--- src/logic/cal_slot_pkg.sv ---
// shared constants and types for the calibration slot manager
package cal_slot_pkg;
    localparam int          CAL_W      = 32;
    localparam int          AREA_N     = 6;
    localparam int          PW_DIGITS  = 4;
    localparam int          SPW_MIN    = 6;
    localparam int          SPW_MAX    = 20;
    localparam logic [CAL_W-1:0] CAL_RST = 32'h0000_0000;
    localparam logic [15:0] PW_RST     = 16'h0000;
    // keypad codes; 4'h0 to 4'h9 are digits
    localparam logic [3:0]  KEY_DIG_MAX = 4'h9;
    localparam logic [3:0]  KEY_ENTER   = 4'ha;
    localparam logic [3:0]  KEY_CLEAR   = 4'hb;
    localparam logic [3:0]  KEY_RESET   = 4'hc;
    localparam logic [3:0]  KEY_MENU    = 4'hd;
    localparam logic [3:0]  KEY_YES     = 4'h1;
    // menu screens shown in turn by the menu key
    localparam logic [1:0]  SCR_PASSWD  = 2'h0;
    localparam logic [1:0]  SCR_PREV    = 2'h1;
    localparam logic [1:0]  SCR_FACT    = 2'h2;
    // punctuation allowed in the special password
    localparam logic [63:0] PUNCT_SET   = 64'h2140_2324_255e_262a;

    typedef enum logic [2:0] {
        AREA_WORK, AREA_PRIOR, AREA_OLDEST, AREA_FACTORY, AREA_MASTER, AREA_FIRST
    } area_t;

    typedef enum logic [1:0] {
        OP_SAVE, OP_COPY, OP_COMPACT, OP_FACTORY_LOAD
    } cal_op_t;

    typedef enum logic [1:0] {
        RES_OK, RES_BAD_PW, RES_REFUSED
    } result_t;
endpackage

--- src/logic/calibration_slot_manager.sv ---
// calibration slot manager: six flash areas, history rotation, password gating
// How it works
// - six separate areas: working, prior, oldest, factory, master, first
// - area contents stay until a flash compaction is run
// - the working area is the active calibration
// - a calibration save writes new values into working
// - save moves working to prior, prior to oldest, drops old oldest
// - copy into working rotates history the same way; other areas untouched
// - host names a source and a destination area for a copy
// - stores into factory refused unless special password unlocks them
// - correct calibration password needed before any store; compaction runs without it
// - special password: 6..20 chars, upper letter, digit, punctuation, no space
// - factory calibration loads identical values into factory, master, first
// - saves and copies into working keep preceding values in prior and oldest for later restore
// - restore menus only from command entry; clear or reset returns there
// - key 1 then enter on a restore screen prompts for the password
// - correct 4-digit password in restore-previous makes prior values active
// - correct 4-digit password in restore-factory makes factory values active
module calibration_slot_manager
    import cal_slot_pkg::*;
#(
    parameter logic [15:0]          USER_PW    = PW_RST,
    parameter bit                   UNLOCK_EN  = 1'b0,
    parameter logic [SPW_MAX*8-1:0] SPECIAL_PW = '0,
    parameter int                   SPECIAL_LEN = SPW_MIN
) (
    input  wire logic               clk,
    input  wire logic               sys_rst,
    input  wire logic               cmd_valid,
    output logic                    cmd_ready,
    input  wire cal_op_t            cmd_op,
    input  wire area_t              cmd_src,
    input  wire area_t              cmd_dst,
    input  wire logic [CAL_W-1:0]   cmd_data,
    input  wire logic [15:0]        cmd_pw,
    input  wire logic               spw_valid,
    input  wire logic [7:0]         spw_char,
    input  wire logic               spw_last,
    output logic                    spw_ok_r,
    input  wire logic               key_valid,
    input  wire logic [3:0]         key_code,
    output logic                    entry_status,
    output logic                    pw_prompt,
    output logic [1:0]              menu_screen_r,
    output logic                    resp_valid_r,
    output result_t                 resp_code_r,
    input  wire area_t              rd_sel,
    output logic [CAL_W-1:0]        rd_data_r,
    output logic [CAL_W-1:0]        active_cal,
    output logic [AREA_N-1:0]       area_vld_r
);
    typedef enum {KP_ENTRY, KP_MENU, KP_ARMED, KP_PASS} kp_state_t;

    kp_state_t          kp_r;
    logic [15:0]        kp_pw_r;
    logic [2:0]         kp_cnt_r;
    logic [CAL_W-1:0]   area_r   [AREA_N];
    logic [CAL_W-1:0]   area_nxt [AREA_N];
    logic [AREA_N-1:0]  vld_nxt;
    logic [AREA_N*CAL_W-1:0] areas_flat;
    logic [4:0]         spw_cnt_r;
    logic               spw_alpha_r, spw_digit_r, spw_punct_r, spw_bad_r, spw_match_r;
    logic               spw_char_ok, spw_len_ok, spw_class_ok;
    logic               kp_go, kp_clear, req_go, pw_ok, lock_hit, commit;
    cal_op_t            req_op;
    area_t              req_src, req_dst;
    logic [CAL_W-1:0]   req_data;

    // character classes for the special password
    function automatic logic is_upper(input logic [7:0] c);
        return c >= 8'h41 && c <= 8'h5a;
    endfunction
    function automatic logic is_digit(input logic [7:0] c);
        return c >= 8'h30 && c <= 8'h39;
    endfunction
    function automatic logic is_punct(input logic [7:0] c);
        logic hit;
        hit = 1'b0;
        for (int i = 0; i < 8; i++) begin
            if (PUNCT_SET[i*8 +: 8] == c) begin
                hit = 1'b1;
            end
        end
        return hit;
    endfunction

    // keypad front end
    assign kp_clear     = key_valid && (key_code == KEY_CLEAR || key_code == KEY_RESET);
    assign kp_go        = (kp_r == KP_PASS) && key_valid && key_code == KEY_ENTER;
    assign entry_status = (kp_r == KP_ENTRY);
    assign pw_prompt    = (kp_r == KP_PASS);

    // keypad menu walk; restore screens reachable only from command entry
    // key 1 on the password-change screen does nothing; only the two restore screens arm
    always_ff @(posedge clk) begin
        if (sys_rst) begin
            kp_r          <= KP_ENTRY;
            menu_screen_r <= SCR_PASSWD;
        end else if (kp_clear) begin
            kp_r <= KP_ENTRY;
        end else if (key_valid) begin
            unique case (kp_r)
                KP_ENTRY: if (key_code == KEY_MENU) begin
                    kp_r          <= KP_MENU;
                    menu_screen_r <= SCR_PASSWD;
                end
                KP_MENU: if (key_code == KEY_MENU) begin
                    menu_screen_r <= (menu_screen_r == SCR_FACT) ? SCR_PASSWD : 2'(menu_screen_r + 2'h1);
                end else if (key_code == KEY_YES && menu_screen_r != SCR_PASSWD) begin
                    kp_r <= KP_ARMED;
                end
                KP_ARMED: if (key_code == KEY_ENTER) begin
                    kp_r <= KP_PASS;
                end
                KP_PASS: if (key_code == KEY_ENTER) begin
                    kp_r <= KP_ENTRY;
                end
            endcase
        end
    end

    // keypad password digits, first four kept
    // digits past the fourth are dropped, so a stray key cannot push out the first one
    always_ff @(posedge clk) begin
        if (sys_rst || kp_r != KP_PASS) begin
            kp_pw_r  <= PW_RST;
            kp_cnt_r <= 3'h0;
        end else if (key_valid && key_code <= KEY_DIG_MAX && kp_cnt_r < 3'(PW_DIGITS)) begin
            kp_pw_r  <= {kp_pw_r[11:0], key_code};
            kp_cnt_r <= 3'(kp_cnt_r + 3'h1);
        end
    end

    // special password checker fed one character at a time
    // a string longer than the limit fails the length check and can never unlock
    always_ff @(posedge clk) begin
        if (sys_rst) begin
            spw_cnt_r   <= 5'h00;
            spw_alpha_r <= 1'b0;
            spw_digit_r <= 1'b0;
            spw_punct_r <= 1'b0;
            spw_bad_r   <= 1'b0;
            spw_match_r <= 1'b1;
        end else if (spw_valid && spw_last) begin
            spw_cnt_r   <= 5'h00;
            spw_alpha_r <= 1'b0;
            spw_digit_r <= 1'b0;
            spw_punct_r <= 1'b0;
            spw_bad_r   <= 1'b0;
            spw_match_r <= 1'b1;
        end else if (spw_valid) begin
            spw_cnt_r   <= (spw_cnt_r < 5'(SPW_MAX)) ? 5'(spw_cnt_r + 5'h01) : spw_cnt_r;
            spw_alpha_r <= spw_alpha_r | is_upper(spw_char);
            spw_digit_r <= spw_digit_r | is_digit(spw_char);
            spw_punct_r <= spw_punct_r | is_punct(spw_char);
            spw_bad_r   <= spw_bad_r | (spw_cnt_r >= 5'(SPW_MAX))
                         | !(is_upper(spw_char) | is_digit(spw_char) | is_punct(spw_char));
            spw_match_r <= spw_match_r && spw_cnt_r < 5'(SPW_MAX)
                         && SPECIAL_PW[spw_cnt_r*8 +: 8] == spw_char;
        end
    end

    // verdict on the string that ends with the present character
    always_comb begin
        spw_char_ok  = is_upper(spw_char) | is_digit(spw_char) | is_punct(spw_char);
        spw_len_ok   = spw_cnt_r < 5'(SPW_MAX) && 6'(spw_cnt_r) + 6'h01 >= 6'(SPW_MIN)
                    && 6'(spw_cnt_r) + 6'h01 == 6'(SPECIAL_LEN);
        spw_class_ok = (spw_alpha_r | is_upper(spw_char)) && (spw_digit_r | is_digit(spw_char))
                    && (spw_punct_r | is_punct(spw_char));
    end

    // unlock flag: a finished good string sets it, a factory store uses it up
    // a string end wins over a same-cycle clear, so a fresh unlock is never lost
    always_ff @(posedge clk) begin
        if (sys_rst) begin
            spw_ok_r <= 1'b0;
        end else if (spw_valid && spw_last) begin
            spw_ok_r <= UNLOCK_EN && !spw_bad_r && spw_char_ok && spw_len_ok && spw_class_ok
                && spw_match_r && SPECIAL_PW[spw_cnt_r*8 +: 8] == spw_char;
        end else if (commit && lock_hit) begin
            spw_ok_r <= 1'b0;
        end
    end

    // request merge; keypad restore wins and stalls the host for that cycle
    // the host only sees ready low for one cycle and keeps its request standing
    assign cmd_ready = !kp_go;
    always_comb begin
        req_go   = kp_go || cmd_valid;
        req_op   = kp_go ? OP_COPY : cmd_op;
        req_src  = kp_go ? ((menu_screen_r == SCR_PREV) ? AREA_PRIOR : AREA_FACTORY) : cmd_src;
        req_dst  = kp_go ? AREA_WORK : cmd_dst;
        req_data = cmd_data;
        pw_ok    = kp_go ? (kp_cnt_r == 3'(PW_DIGITS) && kp_pw_r == USER_PW) : (cmd_pw == USER_PW);
        lock_hit = (req_op == OP_FACTORY_LOAD) || (req_op == OP_COPY && req_dst == AREA_FACTORY);
    end
    // store allowed only with the right password (compaction needs none) and, for factory, the unlock
    assign commit = req_go && (pw_ok || req_op == OP_COMPACT) && (!lock_hit || spw_ok_r);

    // next contents of the six areas
    always_comb begin
        for (int i = 0; i < AREA_N; i++) begin
            area_nxt[i] = area_r[i];
        end
        vld_nxt = area_vld_r;
        if (commit) begin
            unique case (req_op)
                OP_SAVE, OP_COPY: if (req_op == OP_SAVE || req_dst == AREA_WORK) begin
                    area_nxt[AREA_WORK]   = (req_op == OP_SAVE) ? req_data : area_r[req_src];
                    area_nxt[AREA_PRIOR]  = area_r[AREA_WORK];
                    area_nxt[AREA_OLDEST] = area_r[AREA_PRIOR];
                    vld_nxt[AREA_WORK]    = (req_op == OP_SAVE) | area_vld_r[req_src];
                    vld_nxt[AREA_PRIOR]   = area_vld_r[AREA_WORK];
                    vld_nxt[AREA_OLDEST]  = area_vld_r[AREA_PRIOR];
                end else begin
                    area_nxt[req_dst] = area_r[req_src];
                    vld_nxt[req_dst]  = area_vld_r[req_src];
                end
                OP_COMPACT: begin
                    area_nxt[AREA_PRIOR]  = CAL_RST;
                    area_nxt[AREA_OLDEST] = CAL_RST;
                    vld_nxt[AREA_PRIOR]   = 1'b0;
                    vld_nxt[AREA_OLDEST]  = 1'b0;
                end
                OP_FACTORY_LOAD: begin
                    area_nxt[AREA_FACTORY] = req_data;
                    area_nxt[AREA_MASTER]  = req_data;
                    area_nxt[AREA_FIRST]   = req_data;
                    vld_nxt[AREA_FACTORY]  = 1'b1;
                    vld_nxt[AREA_MASTER]   = 1'b1;
                    vld_nxt[AREA_FIRST]    = 1'b1;
                end
            endcase
        end
    end

    // the six storage areas
    // reset stands for an erased flash: every area empty and marked invalid
    always_ff @(posedge clk) begin
        if (sys_rst) begin
            for (int i = 0; i < AREA_N; i++) begin
                area_r[i] <= CAL_RST;
            end
            area_vld_r <= '0;
        end else begin
            for (int i = 0; i < AREA_N; i++) begin
                area_r[i] <= area_nxt[i];
            end
            area_vld_r <= vld_nxt;
        end
    end

    // flat view of all areas
    generate
        for (genvar g = 0; g < AREA_N; g++) begin : g_flat
            assign areas_flat[g*CAL_W +: CAL_W] = area_r[g];
        end
    endgenerate

    assign active_cal = area_r[AREA_WORK];

    // result of each request, one-cycle pulse
    // a refused factory store is told apart from a wrong password
    always_ff @(posedge clk) begin
        if (sys_rst) begin
            resp_valid_r <= 1'b0;
            resp_code_r  <= RES_OK;
        end else begin
            resp_valid_r <= req_go;
            resp_code_r  <= commit ? RES_OK : (pw_ok || req_op == OP_COMPACT) ? RES_REFUSED : RES_BAD_PW;
        end
    end

    // area readback for dump queries
    // one cycle of latency; rd_sel may change on every clock
    always_ff @(posedge clk) begin
        if (sys_rst) begin
            rd_data_r <= CAL_RST;
        end else begin
            rd_data_r <= area_r[rd_sel];
        end
    end
endmodule

--- config.mk ---
export PLATFORM = sky130hd
export DESIGN_NAME = calibration_slot_manager
export DESIGN_NICKNAME = d
export VERILOG_FILES = /design/src/logic/cal_slot_pkg.sv /design/src/logic/calibration_slot_manager.sv
export SDC_FILE = /design/constraint.sdc
export NUM_CORES = 1
export LEC_CHECK = 0
export ABC_AREA = 1
export BUFFER_PORTS_ARGS = -buffer_cell sky130_fd_sc_hd__clkbuf_2
export CAP_MARGIN = 40
export CORE_ASPECT_RATIO = 2
export CORE_MARGIN = 3
export CORE_UTILIZATION = 40
export DETAILED_ROUTE_END_ITERATION = 12
export GPL_TIMING_DRIVEN = 0
export SLEW_MARGIN = 25
export SYNTH_ARGS = -nofsm -noshare
export SYNTH_HDL_FRONTEND = slang
export SYNTH_SLANG_ARGS = --single-unit
--- constraint.sdc ---
create_clock -name clk -period 3.7 [get_ports clk]
set_input_delay 0 -clock clk [delete_from_list [all_inputs] [get_ports clk]]
set_output_delay 0 -clock clk [all_outputs]
set_load 0.02 [all_outputs]
Word-level counts from Yosys, hierarchy flattened
Memories as Yosys holds them, arrays and structs flattened. A register that Yosys moved wholly into a read port is not among the register bits.
Index checks and enable logic that the tools add are counted.
{ "classes": {"addsub": 2, "magnitude_cmp": 7, "n_eq_ne": 24, "mux": 44, "bitwise": 9, "n_reduce_logical": 38} }
{ "ops": {"columns": ["op", "n"], "rows": [
  ["32-bit two-way mux", 14],
  ["192-bit bitwise mux", 1],
  ["192-bit two-way mux", 1],
  ["96-bit two-way mux", 2],
  ["96-bit one-hot mux with 2 select lines", 1],
  ["32-bit one-hot mux with 4 select lines", 1],
  ["64-bit one-hot mux with 2 select lines", 1],
  ["32-bit demux with 3-bit select", 1],
  ["32-bit by 2-bit equality test with 1-bit output (second input constant)", 2],
  ["32-bit zero test", 2],
  ["32-bit by 1-bit equality test with 1-bit output (second input constant)", 1],
  ["32-bit by 3-bit equality test with 1-bit output (second input constant)", 1],
  ["16-bit zero test", 2],
  ["32-bit by 3-bit inequality test with 1-bit output (second input constant)", 1],
  ["4-bit equality test (second input constant)", 4],
  ["2-bit inequality test (second input constant)", 7],
  ["1-bit logical AND", 12],
  ["2-bit two-way mux", 6],
  ["3-bit two-way mux", 4],
  ["3-bit by 4-bit less-than comparator with 1-bit output (second input constant)", 2],
  ["2-bit one-hot mux with 2 select lines", 2],
  ["2-bit nonzero test", 4],
  ["1-bit bitwise OR", 7],
  ["6-bit bitwise mux", 1],
  ["other kinds (27)", 44]
]} }
{ "word_totals": {"reg_bits": 62, "mem_bits_rw": 192, "inputBits": 77, "output_inout_bits": 79, "wordCells": 134, "n_memories": 1} }
{ "memory_table": {"columns": ["name", "depth", "word_bits", "read_ports", "rd_clocked_by_memory_dff", "write_ports", "line_no", "rtl"], "rows": [
  ["area_r", 6, 32, 8, 1, 6, "calibration_slot_manager.sv:57", "logic [CAL_W-1:0] area_r [AREA_N];"]
]} }

Depth between registers and ports, before layout
{ "depth": {"ltp_word": 14, "ltp_mapped": 16, "ltp_nobuf": 14} }

Least setup slack after synthesis
No wires, ideal clock.
{ "synth_path": {"path_type": "register to register", "from": "reg kp_r[0]", "to": "mem area_r[0][10]", "setup_ns": 0.116, "arrival_time_ns": 2.034, "required_time_ns": 3.584, "setup_slack_ns": 1.550, "path_stages_with_launch": 15, "n_path_buf": 3, "synth_period_minus_slack_ns": 2.150, "cell_sequence": "dfxtp_1 > ha_1 > nand2_1 > clkinv_1 > nand3_4 > buf_6 > buf_6 > nand2_4 > inv_2 > buf_2 > o211ai_2 > nand2_1 > nor2_1 > nor2_1 > nor2_1"} }
{ "synth_lines": {"columns": ["item", "line_no", "rtl"], "rows": [
  ["from (decl)", "calibration_slot_manager.sv:54", "kp_state_t kp_r;"],
  ["from (signal assigned)", "calibration_slot_manager.sv:97", "kp_r <= KP_ENTRY;"],
  ["from (signal assigned)", "calibration_slot_manager.sv:100", "kp_r <= KP_ENTRY;"],
  ["from (signal assigned)", "calibration_slot_manager.sv:104", "kp_r <= KP_MENU;"],
  ["to (decl)", "calibration_slot_manager.sv:57", null]
]} }

==> results by group <==
Outcome
  • Status: complete, no violations

Logic synthesis
  • Synth top cells by count: nand2_1, nor2_1, dfxtp_1
  • Mean post-synth cell area: 6.22 um^2
  • Register area share after synthesis: 0.353
  • Synthesized Nets: 2421
  • Ys async rst share: 0
  • Mapped Cells: 2338
  • FF+latch count, synth: 256
  • Area share of the largest cell type after synthesis: 0.353
  • Main flop type after synthesis: dfxtp_1
  • Synth unique cells: 40
  • Most common cell in the netlist: nand2_1
  • Post-synth EDFFs: 0
  • Synthesized cell area: 14500 um^2
  • Top area cells in the synthesized netlist: dfxtp_1, nand2_1, nor2_1, o21ai_0, a21oi_1
  • Yosys Warn Count: 0
  • Cell taking the most area after synthesis: dfxtp_1

Cells and area
  • Proportion of layout cells with a drive suffix above 1: 0.118
  • Storage cell area: 5120 um^2
  • Final net count: 2635
  • Multi-input gate area: 7860 um^2
  • # fillers: 3926
  • Synthesis-to-finish area growth: 16.9%

Timing
  • Fin crit share: 0.807
  • Final setup viols: 0
  • Final slew viol count: 0
  • Fmax: 0.335 GHz
  • Unrepaired setup endpoints after global routing: false
  • Clock period minus worst slack: 2.99 ns
  • Final Hold Viols: 0
  • Final WS setup: 0.713 ns
  • Worst-Margin Slew: 0.942 ns
  • Worst Skew: 0.0192 ns
  • Setup TNS: 0 ns
  • Slew Limit Headroom: 0.372

Clock tree
  • CTS max path bufs: 3
  • Clk slew on worst S/H paths: 0.07 ns
  • CTS H-tree depth: 1
  • Post-CTS Setup Bufs: 0
  • Num CTS Buffers: 25
  • CTS resizes: 0
  • CTS tree: built
  • # clock sinks: 256
  • Clk Latency, worst-skew pair: 0.56 ns
  • CTS root buf: clkbuf_16

Routing
  • DRC: 0
  • 1st-iter DRT viols: 1630
  • Vias: 16900
  • Wire per inst: 21.8 um
  • 1st-pass router iterations: 5
  • Vias per cell: 5.59
  • WL final: 65.9 mm
  • Remaining antenna violation count: 0

Critical path
  • Crit-path max FO: 10
  • CP Cell Sequence: ha_1, nand2_1, clkinv_1, nand3_4, buf_6, buf_6, nand2_4, inv_2, buf_2, o211ai_1, nand2_1, nor2_1, nor2_1, nor2_1
  • CP Class: reg2reg
  • CP peak stage delay: 0.38 ns
  • Crit end category: flip-flop
  • Critical path's slowest cell: buf_2
  • R2R Path Start: kp_r[0]$_SDFFE_PP0P_
  • Most used cell along the critical path: nor2_1
  • R2R cell count: 14
  • R2R Path End: area_r[4][29]$_SDFFE_PP0P_
  • Crit path DAT: 3.43 ns
  • Critical path required time: 4.15 ns
  • Worst Setup SP: kp_r[0]$_SDFFE_PP0P_
  • CP Launch Type: flip-flop
  • Reg2Reg Setup Slack: 0.71 ns

Power
  • Worst VDD drop: 0.362 mV
  • Leak Pwr: 7.66 nW
  • Pwr Density: 369 nW/um^2

Run
  • Max-cap viol count: 0

Floorplan
  • Die Y: 276 um
  • I/O Pins: 156
  • Initial Utilization: 0.406
  • Die area: 38800 um^2
  • Die Span X: 141 um
  • Core footprint: 35800 um^2
  • Rows: 98

Global routing
  • First-pass GRT wire length: 97.1 mm
  • Gr usage total: 0.328
  • Antenna violations before repair: 1
  • Largest net degree at the start of global routing: 15
  • Remaining global-route overflow: 0
  • Vias in the first global route: 16500

Min path
  • Hold Path Class: in2reg
  • Hold Crit Endpoint: resp_code_r[1]$_SDFF_PP0_
  • Min-Delay Path Depth: 8
  • Hold Crit Start: cmd_pw[14]

Place
  • GPL Wtd Cong: 0.990
  • I/O Buffers: 142
  • Pre-CTS setup slack: 0.829 ns
  • Dpl hpwl: 48.0 mm
==> through the flow <==
stage	power [mW]	hold WS, ns	utilization	cell area (um^2)	cells
after floorplan	3.41	0.154	-	14500	2338
after global placement	3.79	0.281	0.442	15800	2930
after detailed placement	3.79	0.273	0.442	15800	2931
after CTS	6.25	0.0430	0.474	17000	3018
after global routing	6.42	0.0899	0.474	17000	3020
final	6.27	0.0429	0.474	17000	3020
==> layer usage <==
layer,vias up,track usage,wire [um]
li1,7941,-,-
met5,-,0,0
met2,924,0.588,32800
met4,0,0.252,5770
met3,303,0.0496,4630
met1,7720,0.339,22700
==> cell type report <==
cell class,instances,area share
inverters,176,0.0390
flip-flops and latches,256,0.302
multi-input cells,1734,0.463
clock buffers,35,0.0402
well taps,450,0.0331
diodes,1,0.000147
clock inverters,9,0.00280
repair buffers,187,0.0681
plain buffers,172,0.0522
==> power breakdown <==
group	leakage (nW)	switching, mW	total [mW]	internal, mW
clock network	0.363	1.19	2.48	1.29
logic	5.23	0.707	0.965	0.259
registers	2.07	0.0259	2.82	2.80
total	7.66	1.92	6.27	4.34
==> cell usage in the layout, fill, tap and decap left out, types with 7 or more instances in the layout <==
cell and instances:
buf_2 42, a21oi_1 213, dfxtp_1 256, buf_4 12, nor2_4 7, o21ai_1 31
dlygate4sd3_1 43, o21ai_0 220, buf_6 20, inv_1 167, nand3_2 14, nor2_1 361
o211ai_1 22, clkinv_2 8, clkbuf_1 103, clkbuf_2 142, o211ai_2 10, nand2_1 619
nand3_1 197, clkbuf_16 25
==> logic make-up (layout without fill, tap and decap cells) <==
family | Yosys count | in the layout | synth area share
buffers and inverters | 348 | 579 | 0.107
DFF | 256 | 256 | 0.353
other | 1 | 2 | 0.000258
adders and majority gates | 6 | 6 | 0.00517
AOI/OAI and AO/OA | 504 | 504 | 0.185
and+or+nand+nor | 1223 | 1223 | 0.351
==> how the worst max path moves through the flow <==
| stage | end | slack [ns] |
|---|---|---|
| 2_1_floorplan | area_r[0][10]$_SDFFE_PP0P_ | 1.55 |
| 3_3_place_gp | area_r[4][21]$_SDFFE_PP0P_ | 0.86 |
| 3_5_place_dp | area_r[0][8]$_SDFFE_PP0P_ | 0.83 |
| 4_1_cts | area_r[0][8]$_SDFFE_PP0P_ | 0.82 |
| 5_1_grt | area_r[4][16]$_SDFFE_PP0P_ | 0.52 |
| 6_report | area_r[4][29]$_SDFFE_PP0P_ | 0.71 |
==> critical path: cells and delay by family, from the launching register on <==
family          cells  cell delay (ns)
compound gates      1             0.28
fa+ha+maj           1             0.25
simple gates        7             0.82
buf+inv             5             1.17
flops               1             0.34
==> state kept, by name (all words and copies together), names as in the netlist <==
signal,count
menu_screen_r,2
area_vld_r,6
rd_data_r,32
kp_pw_r,16
kp_cnt_r,3
kp_r,2
resp_code_r,2
resp_valid_r,1
area_r,192
==> what timing repair did <==
action                     CTS  global route
hold endpoints to repair    45             0
setup endpoints to repair    0             0
hold buffers                43             0
Note: power is estimated with default switching activity, not from simulation.
